File: src/rtl/tsmsel_pkg.sv
/*
 tsmsel_pkg: register offsets, field positions, reset values and frame
 sizes for the thermal shutdown and measure select block.
 Assumes nothing beyond a SystemVerilog compiler.
*/
package tsmsel_pkg;
   // register addresses on the serial register port
   localparam logic [6:0]  ADDR_DPS1      = 7'h02;
   localparam logic [6:0]  ADDR_DPS2      = 7'h03;
   localparam logic [6:0]  ADDR_DIAG      = 7'h07;
   localparam logic [6:0]  ADDR_ALARM     = 7'h44;

   // power-supply control register one
   localparam int          DPS1_SOFT_INH  = 15;
   localparam int          DPS1_PDOWN     = 14;
   localparam int          DPS1_SRC_HI    = 13;
   localparam int          DPS1_SRC_LO    = 12;
   localparam int          DPS1_MEAS_TRI  = 11;
   localparam int          DPS1_RANGE_HI  = 10;
   localparam int          DPS1_RANGE_LO  = 8;
   localparam logic [15:0] DPS1_MASK      = 16'hff00;
   localparam logic [15:0] DPS1_RESET     = 16'h0000;

   // power-supply control register two
   localparam int          DPS2_THR_HI    = 15;
   localparam int          DPS2_THR_LO    = 14;
   localparam int          DPS2_LATCHED   = 13;
   localparam int          DPS2_SCALE     = 12;
   localparam int          DPS2_CUR_GAIN  = 11;
   localparam int          DPS2_LOW_RANGE = 10;
   localparam logic [15:0] DPS2_MASK      = 16'hfc00;
   localparam logic [15:0] DPS2_RESET     = 16'hc000;

   // diagnostic select register
   localparam int          DIAG_MEAS_EN   = 15;
   localparam int          DIAG_NODE_HI   = 13;
   localparam int          DIAG_NODE_LO   = 12;
   localparam int          DIAG_DIODE_EN  = 4;
   localparam int          DIAG_DIODE_HI  = 3;
   localparam int          DIAG_DIODE_LO  = 0;
   localparam logic [15:0] DIAG_MASK      = 16'hb01f;
   localparam logic [15:0] DIAG_RESET     = 16'h0000;

   // alarm status bits
   localparam int          ALM_FLAG       = 0;
   localparam int          ALM_LIVE       = 1;

   // trip thresholds: 100, 110, 120, 130 degrees
   localparam logic [1:0]  THR_100C       = 2'h0;
   localparam logic [1:0]  THR_130C       = 2'h3;

   // current range codes
   localparam logic [2:0]  RANGE_25MA     = 3'h4;
   localparam logic [2:0]  RANGE_EXT1     = 3'h5;
   localparam logic [2:0]  RANGE_EXT2     = 3'h6;

   // sensor select codes on stage_sensor_sel_out; TSMSEL_SENS_MID picks trip input bit 2
   typedef enum logic [1:0] {
      TSMSEL_SENS_ONE = 2'b00,
      TSMSEL_SENS_TWO = 2'b01,
      TSMSEL_SENS_MID = 2'b11
   } tsmsel_sensor_t;

   // serial frame: read flag, 7 address bits, 16 data bits
   localparam logic [4:0]  FRAME_LAST     = 5'h17;
   localparam logic [4:0]  CMD_LAST       = 5'h07;
   localparam logic        MEAS_DIAG_SET  = 1'b1;
endpackage

File: src/rtl/tsmsel_sync2.sv
/*
 tsmsel_sync2: two flip-flop synchroniser for a bus of independent levels.
 Assumes each bit is a slow level; multi-bit coherence is not kept.
*/
`timescale 1ns/1ns
`default_nettype none
module tsmsel_sync2 #(
   parameter int WIDTH = 1
) (
   input  wire logic             clk_sys_in,
   input  wire logic             sys_rst_in,
   input  wire logic [WIDTH-1:0] async_in,
   output logic      [WIDTH-1:0] sync_out
);
   logic [WIDTH-1:0] stage1;

   always_ff @(posedge clk_sys_in or posedge sys_rst_in) begin
      if (sys_rst_in) begin
         stage1   <= '0;
         sync_out <= '0;
      end else begin
         stage1   <= async_in;
         sync_out <= stage1;
      end
   end
endmodule
`default_nettype wire

File: src/rtl/tsmsel_serial_port.sv
/*
 tsmsel_serial_port: 24-bit serial register frame decoder.
 Assumes sclk, sdi and frame select are already synchronised and that
 each sclk phase lasts at least four system clocks.
*/
`timescale 1ns/1ns
`default_nettype none
module tsmsel_serial_port (
   input  wire logic        clk_sys_in,
   input  wire logic        sys_rst_in,
   input  wire logic        sclk_in,
   input  wire logic        sdi_in,
   input  wire logic        sync_n_in,
   input  wire logic [15:0] rd_data_in,
   output logic             wr_pulse_out,
   output logic             rd_pulse_out,
   output logic [6:0]       addr_out,
   output logic [15:0]      wr_data_out,
   output logic             sdo_out,
   output logic             sdo_oe_n_out
);
   logic        sclk_q;
   logic [4:0]  bit_cnt;
   logic [22:0] shreg;
   logic [15:0] txreg;

   wire sclk_rise = sclk_in & ~sclk_q & ~sync_n_in;
   wire sclk_fall = ~sclk_in & sclk_q & ~sync_n_in;
   wire cmd_done  = sclk_rise & (bit_cnt == tsmsel_pkg::CMD_LAST) & shreg[6];
   wire frm_done  = sclk_rise & (bit_cnt == tsmsel_pkg::FRAME_LAST) & ~shreg[22];

   always_ff @(posedge clk_sys_in or posedge sys_rst_in) begin
      if (sys_rst_in) begin
         sclk_q       <= 1'b0;
         bit_cnt      <= 5'h00;
         shreg        <= 23'h000000;
         wr_pulse_out <= 1'b0;
         rd_pulse_out <= 1'b0;
         addr_out     <= 7'h00;
         wr_data_out  <= 16'h0000;
      end else begin
         sclk_q       <= sclk_in;
         wr_pulse_out <= frm_done;
         rd_pulse_out <= cmd_done;
         if (sync_n_in) begin
            bit_cnt <= 5'h00;
         end else if (sclk_rise) begin
            bit_cnt <= bit_cnt + 5'h01;
            shreg   <= {shreg[21:0], sdi_in};
         end
         if (cmd_done) begin
            addr_out <= {shreg[5:0], sdi_in};
         end
         if (frm_done) begin
            addr_out    <= shreg[21:15];
            wr_data_out <= {shreg[14:0], sdi_in};
         end
      end
   end

   // read data leaves msb first on falling sclk
   always_ff @(posedge clk_sys_in or posedge sys_rst_in) begin
      if (sys_rst_in) begin
         txreg        <= 16'h0000;
         sdo_out      <= 1'b0;
         sdo_oe_n_out <= 1'b1;
      end else begin
         sdo_oe_n_out <= sync_n_in;
         if (rd_pulse_out) begin
            txreg <= rd_data_in;
         end else if (sclk_fall) begin
            sdo_out <= txreg[15];
            txreg   <= {txreg[14:0], 1'b0};
         end
      end
   end
endmodule
`default_nettype wire

File: src/rtl/tsmsel_thermal_measure.sv
/*
 tsmsel_thermal_measure: thermal shutdown control and measure output
 selection behind a serial register port.
 Assumes analog comparators report each stage sensor against the selected
 threshold, and the analog muxes obey the select outputs.
*/
`timescale 1ns/1ns
`default_nettype none

module tsmsel_thermal_measure (
   input  wire logic        clk_sys_in,
   input  wire logic        sys_rst_in,
   input  wire logic        sclk_in,
   input  wire logic        sdi_in,
   input  wire logic        sync_n_in,
   input  wire logic [2:0]  stage_trip_in,
   output logic             sdo_out,
   output logic             sdo_oe_n_out,
   output logic             force_enable_out,
   output logic             overtemp_alarm_pin_out,
   output logic             overtemp_alarm_pin_oe_n_out,
   output logic [1:0]       thresh_sel_out,
   output logic [1:0]       stage_sensor_sel_out,
   output logic             stage_sensor_enable_out,
   output logic [2:0]       range_sel_out,
   output logic [2:0]       meas_route_out,
   output logic             measure_output_tristate_out,
   output logic             meas_low_range_out,
   output logic             output_scale_select_out,
   output logic             current_gain_select_out,
   output logic             diode_probe_enable_out,
   output logic [3:0]       diode_probe_sel_out
);
   logic [2:0]  pin_sync;
   logic [2:0]  trip_sync;
   logic        wr_pulse;
   logic        rd_pulse;
   logic [6:0]  reg_addr;
   logic [15:0] wr_data;
   logic [15:0] rd_data;
   logic [15:0] dps1;
   logic [15:0] dps2;
   logic [15:0] diag;
   logic        alarm_flag;
   logic        shutdown_hold;
   logic [15:0] next_dps1;
   logic        next_alarm_flag;
   logic        next_hold;
   tsmsel_pkg::tsmsel_sensor_t sensor_sel;

   tsmsel_sync2 #(
      .WIDTH (3)
   ) u_pin_sync (
      .clk_sys_in (clk_sys_in),
      .sys_rst_in (sys_rst_in),
      .async_in   ({sclk_in, sdi_in, ~sync_n_in}),
      .sync_out   (pin_sync)
   );

   tsmsel_sync2 #(
      .WIDTH (3)
   ) u_trip_sync (
      .clk_sys_in (clk_sys_in),
      .sys_rst_in (sys_rst_in),
      .async_in   (stage_trip_in),
      .sync_out   (trip_sync)
   );

   tsmsel_serial_port u_port (
      .clk_sys_in   (clk_sys_in),
      .sys_rst_in   (sys_rst_in),
      .sclk_in      (pin_sync[2]),
      .sdi_in       (pin_sync[1]),
      .sync_n_in    (~pin_sync[0]),
      .rd_data_in   (rd_data),
      .wr_pulse_out (wr_pulse),
      .rd_pulse_out (rd_pulse),
      .addr_out     (reg_addr),
      .wr_data_out  (wr_data),
      .sdo_out      (sdo_out),
      .sdo_oe_n_out (sdo_oe_n_out)
   );

   // address decode
   wire wr_dps1  = wr_pulse & (reg_addr == tsmsel_pkg::ADDR_DPS1);
   wire wr_dps2  = wr_pulse & (reg_addr == tsmsel_pkg::ADDR_DPS2);
   wire wr_diag  = wr_pulse & (reg_addr == tsmsel_pkg::ADDR_DIAG);
   wire rd_alarm = rd_pulse & (reg_addr == tsmsel_pkg::ADDR_ALARM);

   // register fields
   wire        power_down    = dps1[tsmsel_pkg::DPS1_PDOWN];
   wire [2:0]  range_sel     = dps1[tsmsel_pkg::DPS1_RANGE_HI:tsmsel_pkg::DPS1_RANGE_LO];
   wire [1:0]  meas_src      = dps1[tsmsel_pkg::DPS1_SRC_HI:tsmsel_pkg::DPS1_SRC_LO];
   wire        alarm_latched = dps2[tsmsel_pkg::DPS2_LATCHED];
   wire [1:0]  diag_node     = diag[tsmsel_pkg::DIAG_NODE_HI:tsmsel_pkg::DIAG_NODE_LO];
   wire        diag_meas_en  = diag[tsmsel_pkg::DIAG_MEAS_EN];

   // sensor follows the active stage
   assign sensor_sel = (range_sel == tsmsel_pkg::RANGE_EXT2) ? tsmsel_pkg::TSMSEL_SENS_TWO :
                       (range_sel == tsmsel_pkg::RANGE_25MA) ? tsmsel_pkg::TSMSEL_SENS_MID :
                       tsmsel_pkg::TSMSEL_SENS_ONE;

   wire sensor_hot = (sensor_sel == tsmsel_pkg::TSMSEL_SENS_TWO) ? trip_sync[1] :
                     (sensor_sel == tsmsel_pkg::TSMSEL_SENS_MID) ? trip_sync[2] :
                     trip_sync[0];
   wire trip_now   = sensor_hot & ~power_down;

   // re-enable only once the alarm has been read away
   wire rearm = wr_dps1 & wr_data[tsmsel_pkg::DPS1_SOFT_INH] & ~alarm_flag;

   wire [15:0] alarm_word = {14'h0000, trip_now, alarm_flag};
   assign rd_data         = (reg_addr == tsmsel_pkg::ADDR_DPS1)  ? dps1 :
                            (reg_addr == tsmsel_pkg::ADDR_DPS2)  ? dps2 :
                            (reg_addr == tsmsel_pkg::ADDR_DIAG)  ? diag :
                            (reg_addr == tsmsel_pkg::ADDR_ALARM) ? alarm_word :
                            16'h0000;

   // trip clears soft inhibit over any write
   always_comb begin
      next_dps1 = dps1;
      if (wr_dps1) begin
         next_dps1 = wr_data & tsmsel_pkg::DPS1_MASK;
      end
      if (trip_now) begin
         next_dps1[tsmsel_pkg::DPS1_SOFT_INH] = 1'b0;
      end
   end

   assign next_alarm_flag = trip_now | (alarm_flag & ~rd_alarm);
   assign next_hold       = trip_now | (shutdown_hold & ~rearm);

   always_ff @(posedge clk_sys_in or posedge sys_rst_in) begin
      if (sys_rst_in) begin
         dps1          <= tsmsel_pkg::DPS1_RESET;
         dps2          <= tsmsel_pkg::DPS2_RESET;
         diag          <= tsmsel_pkg::DIAG_RESET;
         alarm_flag    <= 1'b0;
         shutdown_hold <= 1'b0;
      end else begin
         dps1          <= next_dps1;
         dps2          <= wr_dps2 ? (wr_data & tsmsel_pkg::DPS2_MASK) : dps2;
         diag          <= wr_diag ? (wr_data & tsmsel_pkg::DIAG_MASK) : diag;
         alarm_flag    <= next_alarm_flag;
         shutdown_hold <= next_hold;
      end
   end

   // force stage enable and open-drain alarm
   always_ff @(posedge clk_sys_in or posedge sys_rst_in) begin
      if (sys_rst_in) begin
         force_enable_out            <= 1'b0;
         overtemp_alarm_pin_oe_n_out <= 1'b1;
      end else begin
         force_enable_out <= next_dps1[tsmsel_pkg::DPS1_SOFT_INH] & ~next_hold;
         overtemp_alarm_pin_oe_n_out <= alarm_latched ? ~next_alarm_flag : ~trip_now;
      end
   end

   assign overtemp_alarm_pin_out = 1'b0;

   // analog select outputs
   always_ff @(posedge clk_sys_in or posedge sys_rst_in) begin
      if (sys_rst_in) begin
         thresh_sel_out              <= tsmsel_pkg::THR_130C;
         stage_sensor_sel_out        <= tsmsel_pkg::TSMSEL_SENS_ONE;
         stage_sensor_enable_out     <= 1'b0;
         range_sel_out               <= 3'h0;
         meas_route_out              <= 3'h0;
         measure_output_tristate_out <= 1'b0;
         meas_low_range_out          <= 1'b0;
         output_scale_select_out     <= 1'b0;
         current_gain_select_out     <= 1'b0;
         diode_probe_enable_out      <= 1'b0;
         diode_probe_sel_out         <= 4'h0;
      end else begin
         thresh_sel_out <= dps2[tsmsel_pkg::DPS2_THR_HI:tsmsel_pkg::DPS2_THR_LO];
         stage_sensor_sel_out    <= sensor_sel;
         stage_sensor_enable_out <= ~power_down;
         range_sel_out           <= range_sel;
         meas_route_out <= diag_meas_en ? {tsmsel_pkg::MEAS_DIAG_SET, diag_node}
                                        : {1'b0, meas_src};
         measure_output_tristate_out <= dps1[tsmsel_pkg::DPS1_MEAS_TRI];
         meas_low_range_out      <= dps2[tsmsel_pkg::DPS2_LOW_RANGE];
         output_scale_select_out <= dps2[tsmsel_pkg::DPS2_SCALE];
         current_gain_select_out <= dps2[tsmsel_pkg::DPS2_CUR_GAIN];
         diode_probe_enable_out  <= diag[tsmsel_pkg::DIAG_DIODE_EN];
         diode_probe_sel_out <= diag[tsmsel_pkg::DIAG_DIODE_HI:tsmsel_pkg::DIAG_DIODE_LO];
      end
   end
endmodule
`default_nettype wire

File: config.mk
export PLATFORM = sky130hd
export DESIGN_NAME = tsmsel_thermal_measure
export DESIGN_NICKNAME = d
export VERILOG_FILES = /design/src/rtl/tsmsel_pkg.sv /design/src/rtl/tsmsel_sync2.sv /design/src/rtl/tsmsel_serial_port.sv /design/src/rtl/tsmsel_thermal_measure.sv
export SDC_FILE = /design/constraint.sdc
export NUM_CORES = 1
export LEC_CHECK = 0
export BUFFER_PORTS_ARGS = -buffer_cell sky130_fd_sc_hd__buf_4
export CORE_MARGIN = 5
export CORE_UTILIZATION = 55
export CTS_CLUSTER_SIZE = 14
export DETAILED_ROUTE_END_ITERATION = 7
export PLACE_DENSITY = 0.74
export SLEW_MARGIN = 10
export SYNTH_ARGS = -nofsm -noshare
export SYNTH_HDL_FRONTEND = slang
export SYNTH_SLANG_ARGS = --single-unit
File: constraint.sdc
create_clock -name clk_sys_in -period 5 [get_ports clk_sys_in]
set_input_delay 0.75 -clock clk_sys_in [delete_from_list [all_inputs] [get_ports clk_sys_in]]
set_output_delay 0.75 -clock clk_sys_in [all_outputs]
set_load 0.005 [all_outputs]
==> results.sh <==
export IMPL_outcome="finished clean"
export IMPL_utilization=0.6677
export IMPL_syn_avg_cell_area_um2=13.87
export IMPL_io_pins=33
export IMPL_diodes=0
export IMPL_die_y_um=104.0
export IMPL_syn_inst=350
export IMPL_worstPathMaxFanout=28
export IMPL_clkSinkCount=127
export IMPL_drtPass1Iterations=5
export IMPL_rsz0062_at_grt="false"
export IMPL_required_ps=5400
export IMPL_yosysWarnings=0
export IMPL_dp_final_hpwl_um=5844
export IMPL_synth_xor_area_frac=0.007215
export IMPL_power_density_mw_per_mm2=434.5
export IMPL_synthMuxAreaShare=0.1757
export IMPL_leakagePower_nw=2.919
export IMPL_wl_per_cell_um=17.99
export IMPL_grt_pass1_vias=3061
export IMPL_nets=396
export IMPL_antenna_found_initial=0
export IMPL_drc=0
export IMPL_overflow=0
export IMPL_grt_max_degree=53
export IMPL_cts_setup_buffers=0
export IMPL_ys_seq_area_frac=0.6560
export IMPL_design_power_total_mw=2.518
export IMPL_synthAdderAreaFrac=0.002577
export IMPL_drive_gt1_frac=0.3350
export IMPL_synth_seq_cells=127
export IMPL_fin_crit_sh=0.5013
export IMPL_synth_top_family_by_area="multiplexers"
export IMPL_synth_simple_gate_area_frac=0.08426
export IMPL_final_setup_viol_count=0
export IMPL_initial_utilization=0.5595
export IMPL_vdd_ir_drop_max_mv=0.2791
export IMPL_drt_iter0_markers=176
export IMPL_dieWidth_um=104.0
export IMPL_maxCapViolCount=0
export IMPL_min_period_ps=2507
export IMPL_hold_viol=0
export IMPL_gr_usage_all_layers=0.1866
export IMPL_synth_ff_type="dfrtp_1"
export IMPL_place_area_mm2=0.005167
export IMPL_gp_congestion=0.8097
export IMPL_ys_async_sr_fraction=1.000
export IMPL_cts_buffer_depth=2
export IMPL_via_per_inst=5.604
export IMPL_tritoncts="built"
export IMPL_dieArea_mm2=0.01081
export IMPL_dr_total_vias=2847
export IMPL_skew_ps=9.205
export IMPL_synth_edf_count=0
export IMPL_start_kind="flip-flop"
export IMPL_htreeDepth=4
export IMPL_slew_viol_final=0
export IMPL_ant_nets=0
export IMPL_cts_buffers=17
export IMPL_fin_area_mm2=0.005794
export IMPL_routed_wl_um=9139
export IMPL_fmax_mhz=399.0
export IMPL_cts_root_buf="clkbuf_8"
export IMPL_max_slew_margin=0.2600
export IMPL_path_class="flip-flop to flip-flop"
export IMPL_syn_num_nets=359
export IMPL_io_buffers=31
export IMPL_synth_area_mm2=0.004856
export IMPL_holdWs_ps=299.4
export IMPL_ctsHoldBuffers=0
export IMPL_synth_compound_area_frac=0.05128
export IMPL_synth_cell_type_count=41
export IMPL_worstPathArrival_ps=2910
export IMPL_rows=34
export IMPL_clk_latency_ps=520
export IMPL_hold_path_class="input pin to async pin"
export IMPL_tns_ps=0
export IMPL_grt_first_pass_wirelength_um=15950
export IMPL_tightestPinTransition_ps=1110
export IMPL_critPathCaptureType="flip-flop"
export IMPL_syn2layout_area_growth_pct=19.32
export IMPL_clk_pin_slew_ps=50
export IMPL_core_area_mm2=0.008678
export IMPL_cts_resized=0
[cell usage after synthesis (all sizes together) (3+ instances only)]
master   count  area [um^2]
a21oi       17        85.08
a221o        5        50.05
buf          6        40.03
clkbuf       9        33.78
dfrtp      121         3028
dfstp        6        157.7
inv          9        33.78
mux2        59        683.2
mux2i       17        170.2
nand2       26        97.59
nand2b       3        18.77
nand3        5        30.03
nand3b       4        42.54
nand4        3        18.77
nor2        19        71.32
nor3         5        30.03
nor3b        3        22.52
nor4         3        18.77
o21ai        5        25.02
o2bb2ai      3        26.28
or4          3        22.52
xor2         3        26.28
[routing by layer]
metal	share of wire	global-route usage
met1	0.43	0.2499
met2	0.50	0.2805
met3	0.047	0.05835
met4	0.024	0.08233
met5	0	0
[cell type report]
class                      count  area, um^2
multi-input combinational    199        1563
clock buffer                  19       441.7
inverter                       9       36.28
clock inverter                13       185.2
fill                         620        2884
sequential                   127        3186
tap                          108       135.1
timing repair buffer          33       247.7
[stage by stage]
stage	setup WS (ps)	std cells
finish	2493	508
global route	2357	508
global placement	2568	476
floorplan	875.6	350
CTS	2485	508
detailed placement	2519	476
[cell usage in the layout, fill, tap and decap left out, types with 3 or more instances in the layout]
master / Yosys / layout
inv_1: 9 / 8
mux2_2: 54 / 54
nor4_1: 3 / 3
dfstp_2: 6 / 6
nand4_1: 3 / 3
or4_1: 3 / 3
clkinv_2: 0 / 3
o21ai_0: 5 / 5
nand3_1: 4 / 4
nor3_1: 4 / 4
buf_4: 2 / 33
clkbuf_8: 0 / 3
a21oi_1: 17 / 17
xor2_1: 3 / 3
a221o_1: 5 / 5
bufinv_16: 0 / 4
nand2_1: 26 / 26
nand3b_1: 3 / 3
mux2i_1: 17 / 17
nor3b_1: 3 / 3
clkbuf_16: 0 / 16
nand2b_1: 3 / 3
o2bb2ai_1: 3 / 3
mux2_4: 5 / 5
dfrtp_1: 121 / 121
nor2_1: 19 / 19
[cells by family after synthesis]
| family | count (synthesis) |
|---|---|
| AOI/OAI and AO/OA | 38 |
| xor gates and xnor gates | 4 |
| adders and majority gates | 1 |
| buffers and inverters | 24 |
| DFF | 127 |
| muxes | 76 |
| other | 1 |
| and+or+nand+nor | 79 |
[registers in the layout, indices dropped and copies added, names as in the netlist, 2 cells and up]
signal and cells:
diode_probe_sel_out 4, u_pin_sync.stage1 3, u_trip_sync.stage1 3, diag 8, u_port.addr_out 7, u_trip_sync.sync_out 3, meas_route_out 3, u_port.wr_data_out 13
dps2 6, u_port.shreg 23, dps1 8, u_port.txreg 16, u_port.bit_cnt 5, range_sel_out 3, u_pin_sync.sync_out 3, thresh_sel_out 2
stage_sensor_sel_out 2
[report_power, final]
part	switching (mW)	internal [mW]
registers	0.0483	1.09
clock network	0.436	0.837
logic	0.0506	0.0530
total	0.535	1.98
[worst paths after layout]
kind | start | end | slack [ps] | cells past startpoint
setup / recovery | u_port.sclk_q$_DFF_PP0_ | u_port.wr_data_out[3]$_DFFE_PP0P_ | 2490 | 3
hold / removal | sys_rst_in | u_port.wr_data_out[4]$_DFFE_PP0P_ | 300 | 2
setup reg to reg | u_port.sclk_q$_DFF_PP0_ | u_port.wr_data_out[3]$_DFFE_PP0P_ | 2490 | 3
hold reg to reg | u_pin_sync.stage1[2]$_DFF_PP0_ | u_pin_sync.sync_out[2]$_DFF_PP0_ | 350 | 0
max in group asynchronous | sys_rst_in | dps1[15]$_DFF_PP0_ | 3640 | 3
min in group clk_sys_in | sdi_in | u_pin_sync.stage1[1]$_DFF_PP0_ | 340 | 1
[critical path: stages (launching register included)]
cell and delay [ps]:
dfrtp_1 400, nand3b_4 390, or4_1 1100, mux2_4 480
No activity file was read; power rests on OpenSTA's default activity.
